===== src/amcc_pkg.sv =====
// Function
// - With the supply reference bit set and no channel bit set, the channel bus is switched to the supply pin.
// - The divided hold bit selects the half-divided copy of the selected input.
// - Each channel select bit switches the channel bus to its own analog port B pin.
// - Both comparators stay usable in wait mode and their events can wake the processor by the analog interrupt.
// - In stop mode comparator events do not wake the processor, but comparator 1 may still drive the shared pin.
// - With the option bit and comparator 1 output enable set, the shared pin carries comparator 1 ORed with data and timer level.
// - Clearing the ramp current enable turns off both the charge source and the discharge device.
// - Comparator 1 negative input shares the capture pin, so software masks the capture interrupt when using it.
// - Ramp enable with manual mode 0 and charge enable set drives the ramp source continuously.
// - Sample hold and divided hold both set select the temperature diode.
// - The diode bias source is on only while the diode is selected.
// - In conversion methods 1 to 3 the ramp capacitor is discharged as soon as the conversion ends.
package amcc_pkg;

  // ---------------------------------------------------------------
  // register indices (byte address is four times the index)
  // ---------------------------------------------------------------
  localparam logic [15:0] AMCC_IDX_MUX    = 16'h0003;
  localparam logic [15:0] AMCC_IDX_CTRL   = 16'h001d;
  localparam logic [15:0] AMCC_IDX_STAT   = 16'h001e;
  localparam logic [15:0] AMCC_IDX_IRQ_ST = 16'h0020;
  localparam logic [15:0] AMCC_IDX_IRQ_MK = 16'h0021;
  localparam logic [15:0] AMCC_IDX_OPT    = 16'h1ff0;
  localparam int          AMCC_ADDR_W     = 16;

  // ---------------------------------------------------------------
  // field positions
  // ---------------------------------------------------------------
  localparam int AMCC_MUX_CH_LSB   = 0;
  localparam int AMCC_MUX_VREF     = 4;
  localparam int AMCC_MUX_HOLD     = 5;
  localparam int AMCC_MUX_DIVIDED_HOLD    = 6;
  localparam int AMCC_CTRL_RAMP_CURRENT_ENABLE    = 0;
  localparam int AMCC_CTRL_MA      = 1;
  localparam int AMCC_CTRL_MB      = 2;
  localparam int AMCC_CTRL_CHG     = 3;
  localparam int AMCC_STAT_COMPARATOR1_OUTPUT_ENABLE    = 0;
  localparam int AMCC_STAT_CMP1    = 6;
  localparam int AMCC_STAT_CMP2    = 7;
  localparam int AMCC_OPT_EN       = 0;
  localparam int AMCC_IRQ_CMP1     = 0;
  localparam int AMCC_IRQ_CMP2     = 1;

  // ---------------------------------------------------------------
  // values after reset and writable masks
  // ---------------------------------------------------------------
  localparam logic [7:0] AMCC_RST_MUX  = 8'h00;
  localparam logic [7:0] AMCC_RST_CTRL = 8'h00;
  localparam logic [7:0] AMCC_RST_STAT = 8'h00;
  localparam logic [7:0] AMCC_RST_OPT  = 8'h00;
  localparam logic [1:0] AMCC_RST_IRQ  = 2'h0;
  localparam logic [7:0] AMCC_WMSK_MUX  = 8'h7f;
  localparam logic [7:0] AMCC_WMSK_CTRL = 8'h0f;
  localparam logic [7:0] AMCC_WMSK_STAT = 8'h01;
  localparam logic [7:0] AMCC_WMSK_OPT  = 8'h01;

endpackage


===== src/amcc_sync2.sv =====
`timescale 1ns/1ps
module amcc_sync2
  import amcc_pkg::*;
(
  input  wire logic       pclk,
  input  wire logic       presetn,
  input  wire logic       pce,
  input  wire logic [1:0] async_in,
  output logic      [1:0] sync_out
);

  typedef struct packed
  {
    logic [1:0] meta;
    logic [1:0] sync;
  } amcc_sync_s;

  amcc_sync_s st_r;
  amcc_sync_s st_nxt;

  always_comb
  begin
    st_nxt      = st_r;
    st_nxt.meta = async_in;
    st_nxt.sync = st_r.meta;
  end

  always_ff @(posedge pclk or negedge presetn)
  begin
    if (!presetn)
      st_r <= '0;
    else if (pce)
      st_r <= st_nxt;
  end

  assign sync_out = st_r.sync;

endmodule


===== src/amcc_top.sv =====
`timescale 1ns/1ps
module amcc_top
  import amcc_pkg::*;
(
  input  wire logic                   pclk,
  input  wire logic                   presetn,
  input  wire logic                   pce,
  input  wire logic                   psel,
  input  wire logic                   penable,
  input  wire logic                   pwrite,
  input  wire logic [AMCC_ADDR_W+1:0] paddr,
  input  wire logic [31:0]            pwdata,
  output logic      [31:0]            prdata,
  output logic                        pready,
  output logic                        pslverr,
  input  wire logic                   comparator1_out,
  input  wire logic                   comparator2_out,
  input  wire logic                   port_b_data_4,
  input  wire logic                   timer_output_level,
  input  wire logic                   conversion_active,
  input  wire logic                   wait_mode,
  input  wire logic                   stop_mode,
  output logic      [3:0]             channel_pin_select,
  output logic                        supply_select,
  output logic                        half_divide_select,
  output logic                        temp_diode_select,
  output logic                        temp_bias_enable,
  output logic                        ramp_source_enable,
  output logic                        ramp_discharge_enable,
  output logic                        shared_compare_output_pin,
  output logic                        analog_irq,
  output logic                        wake_request
);

  // ---------------------------------------------------------------
  // state
  // ---------------------------------------------------------------
  typedef struct packed
  {
    logic [7:0]  mux;
    logic [7:0]  ctrl;
    logic [7:0]  stat;
    logic [7:0]  option_enable;
    logic [1:0]  irq_st;
    logic [1:0]  irq_mk;
    logic [1:0]  cmp_d;
    logic [31:0] rdata;
    logic        ready;
    logic        err;
    logic [3:0]  ch_sel;
    logic        sup_sel;
    logic        half_sel;
    logic        temp_sel;
    logic        temp_bias;
    logic        ramp_src;
    logic        ramp_dis;
    logic        cmp_pin;
    logic        irq;
    logic        wake;
  } amcc_state_s;

  amcc_state_s st_r;
  amcc_state_s st_nxt;
  logic [1:0]  cmp_sync;

  function automatic logic [7:0] amcc_wr(input logic [7:0] cur, input logic [7:0] wd, input logic [7:0] msk);
    amcc_wr = (cur & ~msk) | (wd & msk);
  endfunction

  function automatic logic amcc_hit(input logic [AMCC_ADDR_W+1:0] a, input logic [15:0] idx);
    amcc_hit = (a[1:0] == 2'h0) && (a[AMCC_ADDR_W+1:2] == idx);
  endfunction

  // ---------------------------------------------------------------
  // comparator inputs cross into the clock domain
  // ---------------------------------------------------------------
  amcc_sync2 u_sync
  (
    .pclk     (pclk),
    .presetn  (presetn),
    .pce      (pce),
    .async_in ({comparator2_out, comparator1_out}),
    .sync_out (cmp_sync)
  );

  // ---------------------------------------------------------------
  // next state
  // ---------------------------------------------------------------
  always_comb
  begin
    logic       access;
    logic       commit;
    logic       mapped;
    logic [1:0] rise;
    logic [1:0] w1c;
    logic [1:0] mode;
    logic       ramp_current_enable;
    logic       conv_m0;
    logic       opt_coe;
    access  = 1'b0;
    commit  = 1'b0;
    mapped  = 1'b0;
    rise    = 2'h0;
    w1c     = 2'h0;
    mode    = 2'h0;
    ramp_current_enable    = 1'b0;
    conv_m0 = 1'b0;
    opt_coe = 1'b0;
    st_nxt  = st_r;

    mapped = amcc_hit(paddr, AMCC_IDX_MUX) || amcc_hit(paddr, AMCC_IDX_CTRL) ||
             amcc_hit(paddr, AMCC_IDX_STAT) || amcc_hit(paddr, AMCC_IDX_IRQ_ST) ||
             amcc_hit(paddr, AMCC_IDX_IRQ_MK) || amcc_hit(paddr, AMCC_IDX_OPT);

    // one wait state: answer prepared in the first access cycle
    access = psel && penable && !st_r.ready;
    commit = psel && penable && st_r.ready;
    st_nxt.ready = access;
    if (access)
    begin
      st_nxt.err   = !mapped;
      st_nxt.rdata = 32'h0000_0000;
      if (!pwrite)
      begin
        if (amcc_hit(paddr, AMCC_IDX_MUX))
          st_nxt.rdata[7:0] = st_r.mux;
        else if (amcc_hit(paddr, AMCC_IDX_CTRL))
          st_nxt.rdata[7:0] = st_r.ctrl;
        else if (amcc_hit(paddr, AMCC_IDX_STAT))
          st_nxt.rdata[7:0] = st_r.stat;
        else if (amcc_hit(paddr, AMCC_IDX_IRQ_ST))
          st_nxt.rdata[1:0] = st_r.irq_st;
        else if (amcc_hit(paddr, AMCC_IDX_IRQ_MK))
          st_nxt.rdata[1:0] = st_r.irq_mk;
        else if (amcc_hit(paddr, AMCC_IDX_OPT))
          st_nxt.rdata[7:0] = st_r.option_enable;
      end
    end
    else if (commit)
    begin
      st_nxt.err = 1'b0;
    end

    // writes land at the edge that completes the transfer
    if (commit && pwrite)
    begin
      if (amcc_hit(paddr, AMCC_IDX_MUX))
        st_nxt.mux = amcc_wr(st_r.mux, pwdata[7:0], AMCC_WMSK_MUX);
      if (amcc_hit(paddr, AMCC_IDX_CTRL))
        st_nxt.ctrl = amcc_wr(st_r.ctrl, pwdata[7:0], AMCC_WMSK_CTRL);
      if (amcc_hit(paddr, AMCC_IDX_STAT))
        st_nxt.stat = amcc_wr(st_r.stat, pwdata[7:0], AMCC_WMSK_STAT);
      if (amcc_hit(paddr, AMCC_IDX_OPT))
        st_nxt.option_enable = amcc_wr(st_r.option_enable, pwdata[7:0], AMCC_WMSK_OPT);
      if (amcc_hit(paddr, AMCC_IDX_IRQ_MK))
        st_nxt.irq_mk = pwdata[1:0];
      if (amcc_hit(paddr, AMCC_IDX_IRQ_ST))
        w1c = pwdata[1:0];
    end

    // live comparator levels, read-only in the status register
    st_nxt.stat[AMCC_STAT_CMP1] = cmp_sync[0];
    st_nxt.stat[AMCC_STAT_CMP2] = cmp_sync[1];

    // comparators keep running in every mode; rising edges are events
    st_nxt.cmp_d  = cmp_sync;
    rise          = cmp_sync & ~st_r.cmp_d;
    st_nxt.irq_st = (st_r.irq_st & ~w1c) | rise;
    st_nxt.irq    = |(st_nxt.irq_st & st_r.irq_mk);
    // wake from wait only, never directly from stop
    st_nxt.wake   = st_nxt.irq && wait_mode && !stop_mode;

    // analog switch decode from the register values being stored
    st_nxt.ch_sel   = st_nxt.mux[AMCC_MUX_CH_LSB +: 4];
    st_nxt.sup_sel  = st_nxt.mux[AMCC_MUX_VREF] && (st_nxt.mux[AMCC_MUX_CH_LSB +: 4] == 4'h0);
    st_nxt.half_sel = st_nxt.mux[AMCC_MUX_DIVIDED_HOLD];
    st_nxt.temp_sel = st_nxt.mux[AMCC_MUX_HOLD] && st_nxt.mux[AMCC_MUX_DIVIDED_HOLD];
    st_nxt.temp_bias = st_nxt.temp_sel;

    // ramp current source and discharge device
    ramp_current_enable    = st_nxt.ctrl[AMCC_CTRL_RAMP_CURRENT_ENABLE];
    mode    = {st_nxt.ctrl[AMCC_CTRL_MB], st_nxt.ctrl[AMCC_CTRL_MA]};
    conv_m0 = (mode == 2'h0);
    if (!ramp_current_enable)
    begin
      st_nxt.ramp_src = 1'b0;
      st_nxt.ramp_dis = 1'b0;
    end
    else if (conv_m0)
    begin
      st_nxt.ramp_src = st_nxt.ctrl[AMCC_CTRL_CHG];
      st_nxt.ramp_dis = !st_nxt.ctrl[AMCC_CTRL_CHG];
    end
    else
    begin
      // automatic methods discharge as soon as the conversion stops
      st_nxt.ramp_src = conversion_active;
      st_nxt.ramp_dis = !conversion_active;
    end

    // shared compare pin: data and timer level, plus comparator 1 when enabled
    opt_coe = st_nxt.option_enable[AMCC_OPT_EN] && st_nxt.stat[AMCC_STAT_COMPARATOR1_OUTPUT_ENABLE];
    st_nxt.cmp_pin = port_b_data_4 || timer_output_level || (opt_coe && cmp_sync[0]);
  end

  // ---------------------------------------------------------------
  // registers
  // ---------------------------------------------------------------
  always_ff @(posedge pclk or negedge presetn)
  begin
    if (!presetn)
    begin
      st_r        <= '0;
      st_r.mux    <= AMCC_RST_MUX;
      st_r.ctrl   <= AMCC_RST_CTRL;
      st_r.stat   <= AMCC_RST_STAT;
      st_r.option_enable    <= AMCC_RST_OPT;
      st_r.irq_st <= AMCC_RST_IRQ;
      st_r.irq_mk <= AMCC_RST_IRQ;
    end
    else if (pce)
      st_r <= st_nxt;
  end

  // ---------------------------------------------------------------
  // outputs
  // ---------------------------------------------------------------
  assign prdata                    = st_r.rdata;
  assign pready                    = st_r.ready;
  assign pslverr                   = st_r.err;
  assign channel_pin_select        = st_r.ch_sel;
  assign supply_select             = st_r.sup_sel;
  assign half_divide_select        = st_r.half_sel;
  assign temp_diode_select         = st_r.temp_sel;
  assign temp_bias_enable          = st_r.temp_bias;
  assign ramp_source_enable        = st_r.ramp_src;
  assign ramp_discharge_enable     = st_r.ramp_dis;
  assign shared_compare_output_pin = st_r.cmp_pin;
  assign analog_irq                = st_r.irq;
  assign wake_request              = st_r.wake;

endmodule

===== config.mk =====
export PLATFORM = sky130hd
export DESIGN_NAME = amcc_top
export DESIGN_NICKNAME = d
export VERILOG_FILES = /design/src/amcc_pkg.sv /design/src/amcc_sync2.sv /design/src/amcc_top.sv
export SDC_FILE = /design/constraint.sdc
export NUM_CORES = 1
export LEC_CHECK = 0
export ABC_AREA = 1
export BUFFER_PORTS_ARGS = -buffer_cell sky130_fd_sc_hd__buf_2
export CORE_UTILIZATION = 30
export CTS_CLUSTER_DIAMETER = 40
export DETAILED_ROUTE_END_ITERATION = 10
export GPL_ROUTABILITY_DRIVEN = 0
export PLACE_DENSITY = 0.6
export SETUP_SLACK_MARGIN = 0.2
export SYNTH_ARGS = -nofsm -noshare
export SYNTH_HDL_FRONTEND = slang
export SYNTH_SLANG_ARGS = --single-unit

===== constraint.sdc =====
create_clock -name pclk -period 1.4 [get_ports pclk]
set_input_delay 0.28 -clock pclk [delete_from_list [all_inputs] [get_ports pclk]]
set_output_delay 0.28 -clock pclk [all_outputs]
set_load 0.005 [all_outputs]

==> flow_summary_export.csv, run 1 <==
group,metric,value,unit
outcome,status,"complete, but fails checks",
outcome,violations,"setup timing",
setup_path,critPathMaxFanout,8,
synthesis,ys_seq_elements,40,
clock_network,clockBufferDepth,2,
floorplanning,die_h,96.4,um
timing,finalCritPeriodShare,1.03,
clock_network,numCtsBuffers,5,
route,wl,7000,um
route,drc,0,
finish,final_nets,517,
global_routing,grt_pass1_vias,2390,
route,wl_per_cell,12.5,um
synthesis,synth_top_flop_cell,"dfrtp_1",
timing,hold_viol,0,
floorplanning,rows,34,
clock_network,cts_tree,"built",
timing,fin_crit,1.44,ns
timing,skew,0.0113,ns
power_and_ir_drop,powerDensity,807,mW/mm^2
route,first_pass_iters,4,
route,vias_per_cell,4.51,
finish,synthToLayoutAreaGrowth,41.2,%
synthesis,synth_cells,356,
place,dpl_cell_area,0.00327,mm^2
timing,setup_tns,-0.171,ns
route,vias,2534,
finish,antenna_cells,0,
synthesis,async_reset_ff_frac,1.00,
route,drt_iter0_drc,142,
power_and_ir_drop,leakage,2.00,nW
floorplanning,ioPinCount,110,
finish,final_layout_size_suffix_gt1_frac,0.430,
synthesis,synth_edf_count,0,
place,port_buffers,60,
global_routing,grt_usage,0.150,
setup_path,start_kind,"register",
synthesis,synthesis.area,0.00267,mm^2
floorplanning,core_area,0.00868,mm^2
synthesis,ys_types,36,
finish,final_cell_area,0.00377,mm^2
timing,final-setup-viol-count,7,
synthesis,yosysSeqAreaShare,0.375,
synthesis,synth_warnings,0,
setup_path,required,1.59,ns
timing,rsz0062_at_grt,"true",
route,ant_nets,0,
setup_path,worstPathArrival,1.63,ns
clock_network,path_clk_slew,0.08,ns
worst_hold_path,hp-class,"in2reg",
floorplanning,initial_utilization,0.308,
clock_network,clock_sinks,40,
global_routing,overflow,0,
floorplanning,dieArea,0.00929,mm^2
setup_path,critPathKind,"reg2reg",
floorplanning,die_w,96.4,um
global_routing,grt_pass1_wl,10700,um
clock_network,htree_levels,2,
setup_path,end_kind,"register",
global_routing,antenna_found_initial,0,
run,maxCapViolations,0,
global_routing,grt_max_degree,41,
finish,finish.utilization,0.435,
timing,fmax,692,MHz
power_and_ir_drop,peakVddDrop,0.367,mV
clock_network,clock_latency,0.29,ns
synthesis,syn_avg_cell_area,7.51,um^2
timing,setup_slack,-0.0441,ns
timing,drv_slew,0,
place,hpwlAfterDp,5120,um
clock_network,cts_root_buffer,"clkbuf_8",
[layout make-up]
type / instances / area [um^2]
sequential: 40 / 1000
timing repair buffer: 111 / 761
fill: 868 / 4900
clock inverter: 2 / 60.1
clock buffer: 5 / 68.8
tap: 108 / 135
multi-input combinational: 252 / 1570
inverter: 44 / 173
[cells in the final DEF, fill, tap and decap left out, types with 3 or more instances in the layout]
cell type  synthesis  routed
a21oi_1            7       4
buf_2              1      60
buf_4             37      37
buf_6              1      10
clkbuf_8           0       5
conb_1             1      24
dfrtp_1           40      39
inv_1             37      33
inv_2              6       7
inv_4              0       3
nand2_1           94      86
nand2_2            6       7
nand2_4            2       9
nand3_1           17      15
nand3_2            4       3
nand3_4            2       6
nand4_1           11      11
nor2_1            21      10
nor2_2             5       5
nor2_4             2      13
nor2_8             3       3
nor3_2             0       3
o21ai_0           26       9
o21ai_1            8      16
o21ai_2            3      10
[metrics by stage]
stage	total power [mW]	setup slack, ns	cells	hold WS, ns
global route	3.19	-0.148	562	0.205
finish	3.05	-0.0441	562	0.207
CTS	3.01	-0.0466	556	0.204
detailed placement	1.85	-0.278	542	0.273
global placement	1.83	-0.193	542	0.271
floorplan	1.66	0.0681	379	-0.0156
[state kept, by name (all words and copies together), names as in the netlist]
signal / flops
temp_bias_enable: 1
pready: 1
u_sync.sync_out: 2
wake_request: 1
shared_compare_output_pin: 1
pslverr: 1
supply_select: 1
st_r: 19
prdata: 8
ramp_discharge_enable: 1
analog_irq: 1
u_sync.st_nxt: 2
ramp_source_enable: 1
[power breakdown]
part           internal (mW)  switching (mW)  leakage, nW  total [mW]
sequential              1.25          0.0634        0.528        1.31
combinational          0.272           0.350         1.40       0.622
clock                  0.702           0.413       0.0642        1.12
total                   2.22           0.826         2.00        3.05
[synth_stat cells (all sizes together) (2+ instances only)]
library cell,count,area [um^2]
inv,43,161
a32o,2,20.0
buf,39,294
clkbuf,5,18.8
nand4,12,81.3
nor3,3,15.0
nand2,102,413
nand3,23,160
nor2,31,193
a21oi,8,43.8
o21ai,37,196
dfrtp,40,1000
o21bai,3,26.3
[final timing paths]
path | cells past startpoint | start | slack [ns] | endpoint
worst max-delay path | 8 | pready | -0.04 | supply_select
worst min-delay path | 3 | comparator1_out | 0.21 | u_sync.st_nxt[0]
min in group asynchronous | 3 | presetn | 0.49 | prdata[2]
worst min register to register | 2 | u_sync.sync_out[1] | 0.48 | u_sync.sync_out[1]
max in group asynchronous | 3 | presetn | 0.69 | st_r[69]
worst max register to register | 8 | pready | -0.04 | supply_select
[routing by layer]
layer / part of all wire / global-route usage
met5: 0 / 0
met1: 0.44 / 0.178
met2: 0.50 / 0.264
met3: 0.045 / 0.0305
met4: 0.021 / 0.0576
[worst max-delay path: stages (launching register included)]
cell     delay [ns]
dfrtp_1        0.35
nand4_1        0.18
inv_4          0.19
nand3_4        0.15
buf_6          0.15
o21ai_4        0.12
nor2_1         0.06
nand3_1        0.09
nand2_1        0.05
[logic make-up after synthesis]
| logic type | after synthesis | share of synthesized area |
|---|---|---|
| and+or+nand+nor | 174 | 0.330 |
| buffers and inverters | 88 | 0.179 |
| AOI/OAI and AO/OA | 53 | 0.115 |
| DFF | 40 | 0.375 |
| other | 1 | 0.00140 |
[repair_timing]
action,CTS,global route
buffers inserted,5,5
resized for setup,38,40
setup endpoints to repair,33,34
cloned,1,1
hold endpoints to repair,40,0
pin swaps,21,24
hold buffers,1,0
Power figures use the tool's default switching activity.
==> inputs of run 2 (changes only) <==
Settings changed: CELL_PAD_IN_SITES_DETAIL_PLACEMENT set to 1, CELL_PAD_IN_SITES_GLOBAL_PLACEMENT set to 2, CORE_UTILIZATION 30 to 26, PLACE_DENSITY 0.6 to 0.87.
==> flow_summary_export.csv, run 2 (synthesis gave the netlist of run 1 again) <==
group,metric,value,unit
outcome,status,"complete, but fails checks",
outcome,violations,"setup timing",
clock_network,clock_sinks,40,
global_routing,grt_max_degree,41,
floorplanning,core_area,0.00986,mm^2
finish,antenna_cells,0,
finish,final_layout_size_suffix_gt1_frac,0.418,
place,port_buffers,60,
timing,finalCritPeriodShare,1.08,
place,hpwlAfterDp,5980,um
finish,final_common_cell,"nand2_1",
timing,final-setup-viol-count,14,
route,vias,2563,
timing,fin_crit,1.51,ns
clock_network,numCtsBuffers,5,
setup_path,critPathKind,"reg2reg",
clock_network,clock_latency,0.30,ns
route,ant_nets,0,
route,drt_iter0_drc,62,
timing,fmax,661,MHz
global_routing,grt_usage,0.153,
worst_hold_path,hp-class,"in2reg",
finish,final_cells,588,
place,placed_cells,562,
route,wl_per_cell,13.2,um
finish,final_nets,517,
global_routing,overflow,0,
finish,layout_common_cells,"nand2_1, buf_2, buf_4, dfrtp_1, inv_1",
finish,largest_reg_flops,19,
floorplanning,dieArea,0.0107,mm^2
floorplanning,ioPinCount,110,
clock_network,cts_tree,"built",
global_routing,grt_pass1_wl,12600,um
setup_path,end_kind,"register",
setup_path,critPathMaxFanout,12,
place,dpl_worst_slack,-0.255,ns
route,drc,0,
timing,rsz0062_at_grt,"true",
timing,skew,0.00530,ns
global_routing,antenna_found_initial,0,
floorplanning,die_h,103,um
power_and_ir_drop,total_power,2.87,mW
finish,regMostFlops,"st_r",
power_and_ir_drop,peakVddDrop,0.335,mV
power_and_ir_drop,powerDensity,775,mW/mm^2
floorplanning,die_w,103,um
route,first_pass_iters,4,
setup_path,required,1.64,ns
timing,hold_viol,0,
clock_network,clockBufferDepth,2,
clock_network,path_clk_slew,0.08,ns
global_routing,grt_pass1_vias,2684,
finish,synthToLayoutAreaGrowth,38.3,%
route,vias_per_cell,4.36,
setup_path,start_kind,"register",
floorplanning,initial_utilization,0.271,
timing,fin_hold_ws,0.190,ns
setup_path,worstPathArrival,1.75,ns
route,wl,7770,um
power_and_ir_drop,leakage,1.98,nW
timing,setup_slack,-0.114,ns
timing,setup_tns,-0.658,ns
clock_network,htree_levels,2,
timing,drv_slew,0,
floorplanning,rows,36,
run,maxCapViolations,0,
clock_network,cts_root_buffer,"clkbuf_8",
run 2: changes by cell type in the layout (fill, tap and decap cells not counted), sizes merged:
cell and change:
clkinvlp +1, buf +2, bufinv -1, clkinv +1, clkbuf -1, nand3 -1
run 2: final timing paths:
kind,from,endpoint,slack [ns],cells after the start
min in group asynchronous,presetn,prdata[2],0.53,3
worst max-delay path,pready,supply_select,-0.11,10
worst max register to register,pready,supply_select,-0.11,10
max in group asynchronous,presetn,st_r[83],0.67,3
worst min register to register,u_sync.st_nxt[1],u_sync.st_nxt[1],0.49,2
worst min-delay path,comparator2_out,u_sync.st_nxt[1],0.19,3
run 2: where the power goes:
| part | switching [mW] | leakage [nW] | internal, mW |
|---|---|---|---|
| logic | 0.345 | 1.40 | 0.252 |
| registers | 0.0657 | 0.528 | 1.25 |
| clock network | 0.430 | 0.0541 | 0.528 |
| total | 0.841 | 1.98 | 2.03 |
run 2: through the flow:
| stage | util | area [um^2] |
|---|---|---|
| final | 0.375 | 3700 |
| after global routing | 0.375 | 3700 |
| after CTS | 0.358 | 3530 |
| after detailed placement | 0.334 | 3290 |
| after global placement | 0.334 | 3290 |
| after floorplan | - | 2850 |
run 2: timing repair:
| action | CTS | global route |
|---|---|---|
| endpoints found under the hold margin | 40 | 0 |
| cloned | 0 | 0 |
| buffers inserted | 6 | 11 |
| pin swaps | 16 | 11 |
| setup endpoints to repair | 34 | 36 |
| hold buffers | 1 | 0 |
| resized for setup | 32 | 19 |
run 2: area by class of cell:
class | count | area (um^2)
clock inverter | 3 | 42.5
multi-input combinational | 251 | 1490
tap | 133 | 166
fill | 1227 | 6170
inverter | 44 | 170
clock buffer | 5 | 68.8
sequential | 40 | 1000
timing repair buffer | 112 | 758
run 2: routing by layer:
layer,part of all wire,global-route usage
met4,0.012,0.0282
met2,0.54,0.286
met3,0.031,0.0323
met5,0,0
met1,0.42,0.180
run 2: critical path, cell delays in order, from the launching register on:
cell and delay [ns]:
dfrtp_1 0.35, nand4_1 0.18, inv_4 0.14, buf_4 0.12, nand3_4 0.08, buf_12 0.16, nand2_1 0.07, o21ai_2 0.06
nor2_1 0.11, nand3_1 0.10, nand2_1 0.08
